<file path="src/logic/mbw_pkg.sv">
// Constants, addresses and types shared by the host watchdog and I/O map design
package mbw_pkg;

  // Function codes and the exception flag added to them
  localparam logic [7:0] FN_READ_COILS  = 8'h01;
  localparam logic [7:0] FN_READ_HOLD   = 8'h03;
  localparam logic [7:0] FN_READ_INPUT  = 8'h04;
  localparam logic [7:0] FN_WRITE_COIL  = 8'h05;
  localparam logic [7:0] FN_WRITE_REG   = 8'h06;
  localparam logic [7:0] FN_WRITE_COILS = 8'h0F;
  localparam logic [7:0] FN_EXC_FLAG    = 8'h80;

  // Exception codes
  localparam logic [7:0] EXC_ILLEGAL_FUNC  = 8'h01;
  localparam logic [7:0] EXC_ILLEGAL_ADDR  = 8'h02;
  localparam logic [7:0] EXC_ILLEGAL_VALUE = 8'h03;

  // Channel addresses (zero-based protocol addresses)
  localparam logic [15:0] ADR_DO_BASE        = 16'h0000;
  localparam logic [15:0] ADR_DI_BASE        = 16'h0020;
  localparam logic [15:0] ADR_LATCH_HI_BASE  = 16'h0040;
  localparam logic [15:0] ADR_LATCH_LO_BASE  = 16'h0060;
  localparam logic [15:0] ADR_SAFE_BASE      = 16'h0080;
  localparam logic [15:0] ADR_WD_ENABLE      = 16'h0104;
  localparam logic [15:0] ADR_LATCH_CLEAR    = 16'h0107;
  localparam logic [15:0] ADR_WD_FLAG        = 16'h010D;
  localparam logic [15:0] ADR_WD_INTERVAL    = 16'h01E8;
  localparam logic [15:0] ADR_CNT_CLEAR_BASE = 16'h0200;
  localparam logic [15:0] ADR_CNT_BASE       = 16'h0000;
  localparam logic [15:0] ADR_KEEPALIVE      = 16'h3038;

  // Values and limits
  localparam logic [15:0] COIL_ON         = 16'hFF00;
  localparam logic [15:0] COIL_OFF        = 16'h0000;
  localparam logic [15:0] KEEPALIVE_VALUE = 16'h0000;
  localparam logic [15:0] INTERVAL_MAX    = 16'h00FF;
  localparam logic [15:0] MAX_BIT_QTY     = 16'h0010;
  localparam logic [15:0] MAX_REG_QTY     = 16'h0004;
  localparam logic [7:0]  STATION_MIN     = 8'h01;
  localparam logic [7:0]  STATION_MAX     = 8'hF7;
  localparam logic [15:0] CNT_MAX         = 16'hFFFF;
  localparam logic [15:0] NUM_DI_WIDE     = 16'h0010;
  localparam logic [15:0] NUM_DI_NARROW   = 16'h0008;
  localparam logic [15:0] NUM_DO          = 16'h0008;

  // Reset values
  localparam logic       WD_ENABLE_RST   = 1'b0;
  localparam logic [7:0] WD_INTERVAL_RST = 8'h00;
  localparam logic [7:0] COILS_RST       = 8'h00;
  localparam logic [7:0] SAFE_RST        = 8'h00;

  // Timing: one interval step is a tenth of a second
  localparam int unsigned TENTH_SECOND_NS     = 100000000;
  localparam int unsigned CLK_PERIOD_NS       = 5;
  localparam int unsigned TENTH_SECOND_CYCLES = TENTH_SECOND_NS / CLK_PERIOD_NS;

  // Kind of answer produced for a request
  typedef enum logic [1:0] {RSP_NONE, RSP_ECHO, RSP_READ, RSP_EXC} mbw_rsp_kind_t;

endpackage

</file>
<file path="src/logic/mbw_di_channel.sv">
// One discrete input channel: synchroniser, high/low latches and edge counter
`timescale 1ns/1ps
module mbw_di_channel
  import mbw_pkg::*;
(
  // Clock and reset
  input  wire logic        clk_sys,
  input  wire logic        rst,
  // Input pin, asynchronous to clk_sys
  input  wire logic        din_pin,
  // Clear strobes from the command decoder
  input  wire logic        latch_clear,
  input  wire logic        count_clear,
  // Channel state
  output logic             level,
  output logic             latch_high,
  output logic             latch_low,
  output logic [15:0]      count
);

  typedef struct packed {
    logic        meta;
    logic        sync;
    logic        prev;
    logic        hi;
    logic        lo;
    logic [15:0] cnt;
    logic [1:0]  fill;
  } mbw_di_state_t;

  mbw_di_state_t q;
  mbw_di_state_t d;
  logic          rising;

  // Next state; a level seen in the clear cycle keeps its latch set
  always_comb begin
    d       = q;
    rising  = q.sync & ~q.prev;
    d.meta  = din_pin;
    d.sync  = q.meta;
    d.prev  = q.sync;
    d.fill  = {q.fill[0], 1'b1};
    if (latch_clear) begin
      d.hi = 1'b0;
      d.lo = 1'b0;
    end
    // Latch only a sampled pin, never the reset zero
    if (q.fill[1]) begin
      if (q.sync) begin
        d.hi = 1'b1;
      end else begin
        d.lo = 1'b1;
      end
    end
    // Counter saturates rather than wrapping so a reader never sees a reset
    if (count_clear) begin
      d.cnt = {15'h0000, rising};
    end else if (rising && q.cnt != CNT_MAX) begin
      d.cnt = q.cnt + 16'h0001;
    end
  end

  // State register
  always_ff @(posedge clk_sys) begin
    if (rst) begin
      q <= '0;
    end else begin
      q <= d;
    end
  end

  assign level      = q.sync;
  assign latch_high = q.hi;
  assign latch_low  = q.lo;
  assign count      = q.cnt;

endmodule  // mbw_di_channel

</file>
<file path="src/logic/mbw_host_watchdog.sv">
// Host watchdog and request handler for the isolated digital I/O module
`timescale 1ns/1ps
// Behaviour
// - Coil read of the flag channel answers one byte, 0x00 clear or 0x01 timed out.
// - Holding read of the interval channel returns two bytes, 0x0000 to 0x00FF.
// - Single-register write sets interval 0..255 tenths; a larger value is refused as illegal value.
// - Single-coil write at watchdog_enable_coil enables on 0xFF00, disables on 0x0000.
// - Single-coil write of 0xFF00 at the flag channel clears the timeout flag unless a timeout expires in the same cycle.
// - Successful single writes echo address, function, channel and value unchanged.
// - A failing command replies function plus 0x80 and one exception code.
// - Sixteen-input variant shows live inputs as read-only bits 00033 to 00048.
// - Sixteen-input variant holds high latches 00065-00080 and low latches 00097-00112.
// - A write to reference 00264 clears all input latches on both variants except the latch of each channel's present level.
// - Sixteen-input variant gives read-only counters at input registers 30001-30016.
// - Writes at 00513 to 00528 reset the matching channel counter.
// - Eight-input variant maps inputs, latches, counters and clears over eight channels.
// - Eight-output variant exposes outputs as read/write coils 00001 to 00008.
// - Eight-output variant stores per-channel safe values via multi-coil writes at 0x0080.
module mbw_host_watchdog
  import mbw_pkg::*;
#(
  parameter bit          VARIANT_DIO = 1'b0,
  parameter int unsigned TICK_CYCLES = TENTH_SECOND_CYCLES
) (
  // Clock and reset
  input  wire logic        clk_sys,
  input  wire logic        rst,
  // Station configuration
  input  wire logic [7:0]  station_addr,
  // Parsed request from the serial front end
  input  wire logic        req_valid,
  input  wire logic [7:0]  req_station,
  input  wire logic [7:0]  req_func,
  input  wire logic [15:0] req_chan,
  input  wire logic [15:0] req_value,
  input  wire logic [15:0] req_coil_data,
  // Response to the serial front end
  output logic             rsp_valid,
  output logic [7:0]       rsp_station,
  output logic [7:0]       rsp_func,
  output logic [7:0]       rsp_exc_code,
  output logic [15:0]      rsp_chan,
  output logic [15:0]      rsp_value,
  output logic [7:0]       rsp_byte_count,
  output logic [63:0]      rsp_data,
  // Input pins and output channels
  input  wire logic [15:0] din_pins,
  output logic [7:0]       do_out,
  output logic [7:0]       safe_value,
  // Watchdog status
  output logic             host_watchdog_enabled,
  output logic             host_watchdog_flag
);

  localparam logic [15:0] NUM_DI   = VARIANT_DIO ? NUM_DI_NARROW : NUM_DI_WIDE;
  localparam logic [24:0] TICK_END = 25'(TICK_CYCLES - 1);

  typedef struct packed {
    logic        wd_en;
    logic        wd_flag;
    logic [7:0]  wd_interval;
    logic [24:0] tick_cnt;
    logic [7:0]  tenth_cnt;
    logic [7:0]  coils;
    logic [7:0]  safe;
    logic        rsp_valid;
    logic [7:0]  rsp_station;
    logic [7:0]  rsp_func;
    logic [7:0]  rsp_exc;
    logic [15:0] rsp_chan;
    logic [15:0] rsp_value;
    logic [7:0]  rsp_bytes;
    logic [63:0] rsp_data;
  } mbw_top_state_t;

  mbw_top_state_t q;
  mbw_top_state_t d;

  // Channel state gathered from the per-channel blocks
  logic [15:0]  di_level;
  logic [15:0]  di_hi;
  logic [15:0]  di_lo;
  logic [255:0] di_cnt;
  logic         latch_clr;
  logic [15:0]  cnt_clr;

  // True when the whole span start..start+qty-1 lies inside base..base+n-1
  function automatic logic in_range(input logic [15:0] a, input logic [15:0] base,
                                    input logic [15:0] n, input logic [15:0] qty);
    logic [16:0] top_req;
    logic [16:0] top_reg;
    top_req  = {1'b0, a} + {1'b0, qty};
    top_reg  = {1'b0, base} + {1'b0, n};
    in_range = (a >= base) && (top_req <= top_reg);
  endfunction

  // Mask of the low qty bits, qty at most 16
  function automatic logic [15:0] low_mask(input logic [15:0] qty);
    logic [16:0] m;
    m        = (17'h00001 << qty[4:0]) - 17'h00001;
    low_mask = m[15:0];
  endfunction

  // Per-channel inputs; unused channels of the narrow variant read as zero
  genvar gi;
  generate
    for (gi = 0; gi < 16; gi++) begin : g_di
      if (gi < int'(NUM_DI)) begin : g_on
        mbw_di_channel u_chan (
          .clk_sys     (clk_sys),
          .rst         (rst),
          .din_pin     (din_pins[gi]),
          .latch_clear (latch_clr),
          .count_clear (cnt_clr[gi]),
          .level       (di_level[gi]),
          .latch_high  (di_hi[gi]),
          .latch_low   (di_lo[gi]),
          .count       (di_cnt[gi*16 +: 16])
        );
      end else begin : g_off
        assign di_level[gi]          = 1'b0;
        assign di_hi[gi]             = 1'b0;
        assign di_lo[gi]             = 1'b0;
        assign di_cnt[gi*16 +: 16]   = 16'h0000;
      end
    end
  endgenerate

  // Request decode, watchdog timer and response build
  always_comb begin
    mbw_rsp_kind_t kind;
    logic [7:0]    exc;
    logic          ours;
    logic          keepalive;
    logic          flag_clr;
    logic          expire;
    logic          coil_val_ok;
    logic [15:0]   src;
    logic [15:0]   base;
    logic [255:0]  shifted;
    logic [63:0]   words;
    logic [15:0]   rel;
    kind        = RSP_NONE;
    exc         = 8'h00;
    keepalive   = 1'b0;
    flag_clr    = 1'b0;
    expire      = 1'b0;
    src         = 16'h0000;
    base        = 16'h0000;
    shifted     = '0;
    words       = 64'h0000000000000000;
    rel         = 16'h0000;
    latch_clr   = 1'b0;
    cnt_clr     = 16'h0000;
    d           = q;
    d.rsp_valid = 1'b0;
    coil_val_ok = (req_value == COIL_ON) || (req_value == COIL_OFF);
    ours        = req_valid && (req_station == station_addr) &&
                  (station_addr >= STATION_MIN) && (station_addr <= STATION_MAX);

    if (ours) begin
      kind = RSP_EXC;
      exc  = EXC_ILLEGAL_ADDR;
      case (req_func)
        FN_READ_COILS: begin
          if (req_value == 16'h0000 || req_value > MAX_BIT_QTY) begin
            exc = EXC_ILLEGAL_VALUE;
          end else begin
            kind = RSP_READ;
            if (in_range(req_chan, ADR_WD_FLAG, 16'h0001, req_value)) begin
              src  = {15'h0000, q.wd_flag};
              base = ADR_WD_FLAG;
            end else if (in_range(req_chan, ADR_DI_BASE, NUM_DI, req_value)) begin
              src  = di_level;
              base = ADR_DI_BASE;
            end else if (in_range(req_chan, ADR_LATCH_HI_BASE, NUM_DI, req_value)) begin
              src  = di_hi;
              base = ADR_LATCH_HI_BASE;
            end else if (in_range(req_chan, ADR_LATCH_LO_BASE, NUM_DI, req_value)) begin
              src  = di_lo;
              base = ADR_LATCH_LO_BASE;
            end else if (VARIANT_DIO && in_range(req_chan, ADR_DO_BASE, NUM_DO, req_value)) begin
              src  = {8'h00, q.coils};
              base = ADR_DO_BASE;
            end else begin
              kind = RSP_EXC;
            end
            rel          = req_chan - base;
            d.rsp_data   = {48'h000000000000, (src >> rel[3:0]) & low_mask(req_value)};
            d.rsp_bytes  = (req_value > 16'h0008) ? 8'h02 : 8'h01;
          end
        end
        FN_READ_HOLD, FN_READ_INPUT: begin
          if (req_chan == ADR_KEEPALIVE && req_value == KEEPALIVE_VALUE) begin
            kind      = RSP_NONE;
            keepalive = 1'b1;
          end else if (req_value == 16'h0000 || req_value > MAX_REG_QTY) begin
            exc = EXC_ILLEGAL_VALUE;
          end else if (req_func == FN_READ_HOLD &&
                       in_range(req_chan, ADR_WD_INTERVAL, 16'h0001, req_value)) begin
            kind        = RSP_READ;
            d.rsp_data  = {56'h00000000000000, q.wd_interval};
            d.rsp_bytes = 8'h02;
          end else if (in_range(req_chan, ADR_CNT_BASE, NUM_DI, req_value)) begin
            kind        = RSP_READ;
            rel         = req_chan - ADR_CNT_BASE;
            shifted     = di_cnt >> {rel[3:0], 4'h0};
            for (int k = 0; k < 4; k++) begin
              words[k*16 +: 16] = (16'(k) < req_value) ? shifted[k*16 +: 16] : 16'h0000;
            end
            d.rsp_data  = words;
            d.rsp_bytes = {req_value[6:0], 1'b0};
          end
        end
        FN_WRITE_COIL: begin
          if (!coil_val_ok) begin
            exc = EXC_ILLEGAL_VALUE;
          end else if (req_chan == ADR_WD_ENABLE) begin
            kind    = RSP_ECHO;
            d.wd_en = (req_value == COIL_ON);
          end else if (req_chan == ADR_WD_FLAG) begin
            // Only the set value clears; a zero write is refused
            if (req_value == COIL_ON) begin
              kind     = RSP_ECHO;
              flag_clr = 1'b1;
            end else begin
              exc = EXC_ILLEGAL_VALUE;
            end
          end else if (req_chan == ADR_LATCH_CLEAR) begin
            kind      = RSP_ECHO;
            latch_clr = 1'b1;
          end else if (in_range(req_chan, ADR_CNT_CLEAR_BASE, NUM_DI, 16'h0001)) begin
            kind    = RSP_ECHO;
            rel     = req_chan - ADR_CNT_CLEAR_BASE;
            cnt_clr = 16'h0001 << rel[3:0];
          end else if (VARIANT_DIO && in_range(req_chan, ADR_DO_BASE, NUM_DO, 16'h0001)) begin
            kind                    = RSP_ECHO;
            d.coils[req_chan[2:0]]  = (req_value == COIL_ON);
          end
        end
        FN_WRITE_REG: begin
          if (req_chan != ADR_WD_INTERVAL) begin
            exc = EXC_ILLEGAL_ADDR;
          end else if (req_value > INTERVAL_MAX) begin
            exc = EXC_ILLEGAL_VALUE;
          end else begin
            kind          = RSP_ECHO;
            d.wd_interval = req_value[7:0];
          end
        end
        FN_WRITE_COILS: begin
          if (req_value == 16'h0000 || req_value > NUM_DI) begin
            exc = EXC_ILLEGAL_VALUE;
          end else if (in_range(req_chan, ADR_CNT_CLEAR_BASE, NUM_DI, req_value)) begin
            kind    = RSP_ECHO;
            rel     = req_chan - ADR_CNT_CLEAR_BASE;
            cnt_clr = (req_coil_data & low_mask(req_value)) << rel[3:0];
          end else if (VARIANT_DIO && in_range(req_chan, ADR_DO_BASE, NUM_DO, req_value)) begin
            kind = RSP_ECHO;
            for (int k = 0; k < 8; k++) begin
              if (16'(k) < req_value && k + int'(req_chan[2:0]) < 8) begin
                d.coils[k + int'(req_chan[2:0])] = req_coil_data[k];
              end
            end
          end else if (VARIANT_DIO && in_range(req_chan, ADR_SAFE_BASE, NUM_DO, req_value)) begin
            kind = RSP_ECHO;
            for (int k = 0; k < 8; k++) begin
              if (16'(k) < req_value && k + int'(req_chan[2:0]) < 8) begin
                d.safe[k + int'(req_chan[2:0])] = req_coil_data[k];
              end
            end
          end
        end
        default: begin
          exc = EXC_ILLEGAL_FUNC;
        end
      endcase
    end

    // Response latch; data and byte count only matter for reads
    case (kind)
      RSP_ECHO: begin
        d.rsp_valid = 1'b1;
        d.rsp_func  = req_func;
        d.rsp_exc   = 8'h00;
        d.rsp_chan  = req_chan;
        d.rsp_value = req_value;
        d.rsp_bytes = 8'h00;
        d.rsp_data  = 64'h0000000000000000;
      end
      RSP_READ: begin
        d.rsp_valid = 1'b1;
        d.rsp_func  = req_func;
        d.rsp_exc   = 8'h00;
        d.rsp_chan  = req_chan;
        d.rsp_value = req_value;
      end
      RSP_EXC: begin
        d.rsp_valid = 1'b1;
        d.rsp_func  = req_func | FN_EXC_FLAG;
        d.rsp_exc   = exc;
        d.rsp_chan  = req_chan;
        d.rsp_value = req_value;
        d.rsp_bytes = 8'h00;
        d.rsp_data  = 64'h0000000000000000;
      end
      RSP_NONE: begin
        d.rsp_valid = 1'b0;
      end
      default: begin
        d.rsp_valid = 1'b0;
      end
    endcase
    if (kind != RSP_NONE) begin
      d.rsp_station = req_station;
    end

    // Timer counts tenths only while enabled; an interval of zero never expires
    if (!q.wd_en || keepalive || q.wd_interval == 8'h00) begin
      d.tick_cnt  = 25'h0000000;
      d.tenth_cnt = 8'h00;
    end else if (q.tick_cnt == TICK_END) begin
      d.tick_cnt = 25'h0000000;
      if (q.tenth_cnt + 8'h01 == q.wd_interval) begin
        d.tenth_cnt = 8'h00;
        expire      = 1'b1;
      end else begin
        d.tenth_cnt = q.tenth_cnt + 8'h01;
      end
    end else begin
      d.tick_cnt = q.tick_cnt + 25'h0000001;
    end
    // A timeout in the clear cycle wins so no expiry is lost
    d.wd_flag = (q.wd_flag & ~flag_clr) | expire;
  end

  // State register
  always_ff @(posedge clk_sys) begin
    if (rst) begin
      q             <= '0;
      q.wd_en       <= WD_ENABLE_RST;
      q.wd_interval <= WD_INTERVAL_RST;
      q.coils       <= COILS_RST;
      q.safe        <= SAFE_RST;
    end else begin
      q <= d;
    end
  end

  // Outputs straight from the state register
  assign rsp_valid             = q.rsp_valid;
  assign rsp_station           = q.rsp_station;
  assign rsp_func              = q.rsp_func;
  assign rsp_exc_code          = q.rsp_exc;
  assign rsp_chan              = q.rsp_chan;
  assign rsp_value             = q.rsp_value;
  assign rsp_byte_count        = q.rsp_bytes;
  assign rsp_data              = q.rsp_data;
  assign do_out                = q.coils;
  assign safe_value            = q.safe;
  assign host_watchdog_enabled = q.wd_en;
  assign host_watchdog_flag    = q.wd_flag;

endmodule  // mbw_host_watchdog

</file>
<file path="config.mk">
export PLATFORM = sky130hd
export DESIGN_NAME = mbw_host_watchdog
export DESIGN_NICKNAME = d
export VERILOG_FILES = /design/src/logic/mbw_pkg.sv /design/src/logic/mbw_di_channel.sv /design/src/logic/mbw_host_watchdog.sv
export SDC_FILE = /design/constraint.sdc
export NUM_CORES = 2
export LEC_CHECK = 0
export ABC_AREA = 1
export ABC_CLOCK_PERIOD_IN_PS = 9100
export BUFFER_PORTS_ARGS = -buffer_cell sky130_fd_sc_hd__buf_2
export CELL_PAD_IN_SITES_DETAIL_PLACEMENT = 2
export CELL_PAD_IN_SITES_GLOBAL_PLACEMENT = 2
export CORE_MARGIN = 3
export CORE_UTILIZATION = 36
export DETAILED_ROUTE_END_ITERATION = 6
export PLACE_DENSITY_LB_ADDON = 0.1
export SYNTH_ARGS = -nofsm -noshare
export SYNTH_HDL_FRONTEND = slang
export SYNTH_SLANG_ARGS = --single-unit
export TNS_END_PERCENT = 5
</file>
<file path="constraint.sdc">
create_clock -name clk_sys -period 9.1 [get_ports clk_sys]
set_input_delay 0.455 -clock clk_sys [delete_from_list [all_inputs] [get_ports clk_sys]]
set_output_delay 0.455 -clock clk_sys [all_outputs]
set_load 0.01 [all_outputs]
</file>
### After elaboration in Yosys (flattened, before gate mapping)

Index checks and enable logic that the tools add are counted.

| cells by class | value |
|---|---|
| add/subtract/negate cells | 23 |
| order comparisons | 25 |
| equality and inequality tests | 38 |
| shifts and indexed selects | 5 |
| mux-type cells | 198 |
| bitwise operators | 39 |
| reductions and logical operators | 83 |

Operators by type and width:

| cell | count |
|---|---|
| 2-to-1 mux 72 bit | 5 |
| 2-to-1 mux 16 bit | 19 |
| adder 16 x 1 -> 16 bit (second input constant) | 16 |
| != test 16 bit (second input constant) | 16 |
| >> shifter 256 x 8 -> 64 bit | 1 |
| case mux 72 bit (2 select lines) | 1 |
| 2-to-1 mux 1 bit | 115 |
| case mux 48 bit (2 select lines) | 1 |
| 2-to-1 mux 2 bit | 45 |
| == test 16 x 9 -> 1 bit (second input constant) | 3 |
| OR reduction 2 bit | 20 |
| nonzero test 2 bit | 19 |
| <= comparator 17 x 10 -> 1 bit (second input constant) | 2 |
| <= comparator 17 x 7 -> 1 bit (second input constant) | 2 |
| <= comparator 17 x 9 -> 1 bit (second input constant) | 2 |
| bitwise AND 16 bit | 2 |
| greater-or-equal comparator 16 x 7 -> 1 bit (second input constant) | 2 |
| greater-or-equal comparator 16 x 9 -> 1 bit (second input constant) | 2 |
| < comparator 1 x 16 -> 1 bit (first input constant) | 2 |
| < comparator 2 x 16 -> 1 bit (first input constant) | 2 |
| case mux 16 bit (2 select lines) | 1 |
| case mux 8 bit (4 select lines) | 1 |
| logical AND 1 bit | 29 |
| adder 25 x 1 -> 25 bit (second input constant) | 1 |
| other kinds (49) | 102 |

| storage, ports and cells | value |
|---|---|
| register bits | 540 |
| input port bits | 91 |
| output and inout bits | 147 |
| logic and storage cells | 568 |

### Logic depth before layout (Yosys ltp)

| depth | value |
|---|---|
| word-level depth | 14 |
| mapped depth | 35 |
| gate-level depth less buffers | 30 |

### By module

A second synthesis with hierarchy kept.

| second synthesis, totals | value |
|---|---|
| cell total of the unflattened synthesis | 5,884 |
| area total of the unflattened synthesis | 38,139.1 sq um |

By module, submodules not included:

| module | times used | cells each | area each (sq um) | sequential area each (sq um) |
|---|---|---|---|---|
| mbw_di_channel | 16 | 171 | 1,226.2 | 460.4 |
| mbw_host_watchdog | 1 | 3,148 | 18,520.3 | 3,323.2 |

### Worst setup path before layout

Ideal clock, no wire load.

| timing | value |
|---|---|
| path type | input-to-reg |
| start point | in req_chan[1] |
| end point | reg q, in the netlist rsp_data[7] |
| setup time | 124 ps |
| arrival time | 4,948 ps |
| required time | 8,976 ps |
| slack | 4,027 ps |
| stages on the path | 32 |
| buffers on the path | 5 |
| cells stage by stage | clkbuf_1 > inv_1 > clkbuf_1 > clkbuf_1 > clkbuf_1 > fa_1 > inv_1 > nand3_1 > nand2_1 > nand2_1 > nand2_1 > a21oi_1 > nand3_1 > nor2_2 > nand2_1 > inv_1 > nand2_1 > nand2_1 > nand2_2 > inv_2 > buf_2 > ha_1 > nand2_1 > a21oi_1 > xor2_1 > inv_1 > xor2_2 > clkinv_1 > a21oi_1 > nor3_1 > o21ai_0 > a21oi_1 |

| between the ends | value |
|---|---|
| longest elaborated chain between the ends | 14 |
| elaborated cells between the ends (all ways) | 80 |
| those cells by class | add/sub (3); order compare (15); eq/ne (9); shift (2); mux (38); bitwise (1); reduce/logical (12) |

RTL lines:

| element | line | source |
|---|---|---|
| from (decl) | mbw_host_watchdog.sv:34 | `input wire logic [15:0] req_chan,` |
| branches (longest 14 deep; another with adder 16 x 16 -> 17 bit) | - |  |
| to (decl) | mbw_host_watchdog.sv:76 | `mbw_top_state_t q;` |

Several ways; the timed one is not identified. The select of a mux whose other input is x is not followed.
A chain may end at the register's enable or synchronous reset.

### Worst setup path after layout

| timing | value |
|---|---|
| start point | in req_chan[0] |
| end point | reg q, in the netlist rsp_data[43] |

| between the ends | value |
|---|---|
| longest elaborated chain between the ends | 12 |
| elaborated cells between the ends (all ways) | 64 |
| those cells by class | add/sub (2); order compare (15); eq/ne (9); shift (1); mux (25); reduce/logical (12) |

RTL lines:

| element | line | source |
|---|---|---|
| adder 16 x 16 -> 17 bit / adder 16 x 1 -> 17 bit (equally long branches) | mbw_host_watchdog.sv:92 | `top_req = {1'b0, a} + {1'b0, qty};` |
| <= comparator 17 x 7 -> 1 bit / <= comparator 17 x 10 -> 1 bit (equally long branches) | mbw_host_watchdog.sv:94 | `in_range = (a >= base) && (top_req <= top_reg);` |
| logical AND 1 bit | mbw_host_watchdog.sv:94 |  |
| 2-to-1 mux 1 bit / 2-to-1 mux 2 bit (equally long branches) | mbw_host_watchdog.sv:179, mbw_host_watchdog.sv:232 |  |
| 2-to-1 mux 1 bit / 2-to-1 mux 2 bit (equally long branches) | mbw_host_watchdog.sv:176, mbw_host_watchdog.sv:229 |  |
| 2-to-1 mux 1 bit / 2-to-1 mux 2 bit (equally long branches) | mbw_host_watchdog.sv:173, mbw_host_watchdog.sv:221 |  |
| 2-to-1 mux 1 bit / 2-to-1 mux 2 bit (equally long branches) | mbw_host_watchdog.sv:170, mbw_host_watchdog.sv:218 |  |
| 2-to-1 mux 1 bit / 2-to-1 mux 2 bit (equally long branches) | mbw_host_watchdog.sv:166, mbw_host_watchdog.sv:216 |  |
| case mux 2 bit (5 select lines) | mbw_host_watchdog.sv:164 | `case (req_func)` |
| 2-to-1 mux 2 bit | mbw_host_watchdog.sv:161 | `if (ours) begin` |
| == test 2 bit / == test 2 x 1 -> 1 bit (equally long branches) | mbw_host_watchdog.sv:281 | `case (kind)` |
| OR reduction 3 bit (no line) | - |  |

Parallel ways exist; a longest one is shown, timed or not. The select of a mux whose other input is x is not followed.

==> results_dict.tcl <==
set metrics [dict create \
    via_per_inst 5.72 \
    antenna_found_initial 6 \
    drt_iter0_drc 3338 \
    critPathRequiredTime_ns 9.68 \
    async_reset_ff_frac 0 \
    setup_ws_ns 3.80 \
    clock_path_buffers 3 \
    synth_top_area_share 0.307 \
    final_max_slew_viol_count 0 \
    area_delta_synth_final_pct 9.98 \
    via_count 36484 \
    outcome "complete, no violations" \
    yosys-top-cells-area "dfxtp_1 31%, nand2_1 14%, o21ai_0 6.6%" \
    ys_ff_latch 504 \
    firstDrtPassIters 5 \
    register_area_um2 10100 \
    grt_pass1_wl_mm 242 \
    topRoutingLayerUsed "met5" \
    syn_area_per_cell_um2 6.35 \
    crit_fanout 122 \
    htreeDepth 3 \
    drive_above_1_share 0.0917 \
    yosys_most_used_dff "dfxtp_1" \
    leakagePower_uw 0.0142 \
    hold_viol 0 \
    insertion_delay_ns 0.65 \
    finalSetupViolCount 0 \
    max_clock_freq_ghz 0.189 \
    ir_worst_vdd_v 0.000163 \
    met3_length_mm 12.7 \
    synth_warnings 0 \
    fin_worst_skew_ns 0.0197 \
    multi_input_area_um2 18700 \
    dieHeight_um 308 \
    drt-met1-wl_mm 73.2 \
    end_kind "flip-flop" \
    holdWs_ns 0.0428 \
    totalWireLength_mm 165 \
    worstPathArrival_ns 5.88 \
    overflow 0 \
    place_area_um2 33800 \
    path_clk_slew_ns 0.06 \
    coreArea_um2 90300 \
    worstMarginPinSlew_ns 1.27 \
    fillers 11243 \
    ctsResizeCount 0 \
    grt_setup_unrepaired "false" \
    diodes 0 \
    grt_pass1_vias 37100 \
    synth.largest_area_cell "dfxtp_1" \
    numCtsBuffers 67 \
    nets 5279 \
    synth_area_um2 32800 \
    power_density_nw_per_um2 158 \
    yosysUniqueCellTypes 67 \
    post-place-ws_ns 3.26 \
    min_period_ns 5.30 \
    die_area_um2 94900 \
    drcViolationCount 0 \
    final_area_um2 36100 \
    critPathKind "input port to flip-flop" \
    initial_utilization 0.364 \
    critPathLaunchType "input port" \
    timing.final.crit_share 0.582 \
    fin_tns_setup_ns 0 \
    place_congestion 0.980 \
    worstHoldPathType "input port to flip-flop" \
    max_slew_margin 0.154 \
    max-cap-violations 0 \
    synth-edff-count 0 \
    die_w_um 308 \
    root_buffer "clkbuf_16" \
    post-dp-hpwl_mm 128 \
    drtAntennaViolNets 0 \
    numPortBuffers 215 \
    yosysSeqAreaShare 0.307 \
    cts_sinks 504 \
    synth_cells 5170 \
    wl_per_cell_um 25.9 \
    rows 110 \
    grt.total_usage 0.339 \
    dr_wl_met2_mm 72.2 \
    grt_max_degree 123 \
    cts_tree "done" \
    pin_count 238 \
    total_power_uw 5690 \
]
## cells in the mapped netlist, drive strengths merged, types with 4 or more instances
cell type  number
nor3b          46
or2            40
xor2           85
nand3         379
buf           219
nor3          150
nand3b          5
o21ai         469
o221ai         26
ha             40
a22oi          18
a221oi         13
nand2        1227
nand4         116
inv           557
nor2          508
a31oi          17
clkinv          4
mux2i           4
o32ai           6
and2            5
a22o           20
nor4           55
a32o           17
clkbuf        158
xnor2          21
a211oi         39
o22ai          52
o211ai         31
dfxtp         504
a21oi         310
## power breakdown
group          leakage, uW  switching [uW]  internal (uW)  total (uW)
Combinational      0.00904             514            165         678
Clock              0.00109            1120           1640        2760
Sequential         0.00407            22.0           2230        2250
Total               0.0142            1650           4040        5690
## timing repair
action | 4_1_cts | 5_1_grt
hold buffers | 14 | 0
endpoints found under the hold margin | 14 | 0
buffers inserted | 0 | 0
## area by class of cell
cell class,count,share of cell area
sequential,504,0.279
clock buffer,101,0.0544
inverter,561,0.0584
timing repair buffer,264,0.0414
multi-input combinational,3749,0.518
clock inverter,20,0.00748
tap,1176,0.0407
## worst paths after layout
kind | depth (start not counted) | slack [ns] | from | end
hold reg to reg | 2 | 0.41 | g_di[15].g_on.u_chan.d[21] | g_di[15].g_on.u_chan.level
setup / recovery | 24 | 3.80 | req_chan[0] | rsp_data[43]
setup reg to reg | 12 | 5.17 | g_di[15].g_on.u_chan.level | g_di[15].g_on.u_chan.count[15]
hold / removal | 3 | 0.04 | din_pins[7] | g_di[7].g_on.u_chan.d[21]
## through the flow
stage / util / instances
2_1_floorplan: - / 5191
3_3_place_gp: 0.374 / 6240
3_5_place_dp: 0.374 / 6240
4_1_cts: 0.400 / 6375
5_1_grt: 0.400 / 6375
6_report: 0.400 / 6375
## cells in the final DEF (no fill, tap or decap), types with 116 or more instances in the layout
cell / instances
nand2_1: 1220
o21ai_0: 434
inv_1: 544
nor2_1: 495
nand3_1: 376
nand4_1: 116
dfxtp_1: 504
a21oi_1: 269
nor3_1: 150
buf_2: 212
## critical path, stage by stage
cell	delay (ns)
buf_8	0.48
ha_1	0.33
inv_1	0.07
fa_1	0.40
inv_1	0.11
nand3_1	0.07
nand2_1	0.16
nand3_1	0.15
nand3_1	0.13
nand2_1	0.06
nand2_1	0.06
nand2_1	0.09
nor2_2	0.19
nand2_1	0.14
a41oi_2	0.35
nand3_2	0.23
nand2_1	0.14
nand2_1	0.09
nand2_1	0.08
nand2_2	0.48
inv_2	0.40
buf_4	0.60
nand4_1	0.27
a21oi_2	0.21
## kinds of logic (layout without fill, tap and decap cells)
kind of cell | after synthesis | in the layout | share of synthesized area
adders and majority gates | 41 | 41 | 0.0158
xor gates and xnor gates | 106 | 106 | 0.0287
muxes | 4 | 4 | 0.00122
other | 1 | 22 | 0.000114
AOI/OAI and AO/OA | 1037 | 1037 | 0.185
buffers and inverters | 938 | 946 | 0.127
and+or+nand+nor | 2539 | 2539 | 0.335
DFF | 504 | 504 | 0.307
## flip-flops by register name (all words and copies together) (netlist names), 2 cells and up
name / cells
rsp_chan: 16
g_di.g_on.u_chan.latch_low: 16
g_di.g_on.u_chan.d: 17
g_di.g_on.u_chan.q: 17
g_di.g_on.u_chan.count: 256
rsp_exc_code: 2
rsp_func: 8
g_di.g_on.u_chan.level: 16
rsp_station: 8
rsp_data: 64
q: 41
g_di.g_on.u_chan.latch_high: 16
rsp_value: 16
rsp_byte_count: 8
## per-layer routing
layer / vias to the layer above / GRT usage
li1: 16987 / -
met1: 18128 / 0.458
met2: 1116 / 0.527
met3: 249 / 0.0790
met4: 4 / 0.124
met5: - / 0
Note: power is estimated with default switching activity, not from simulation.
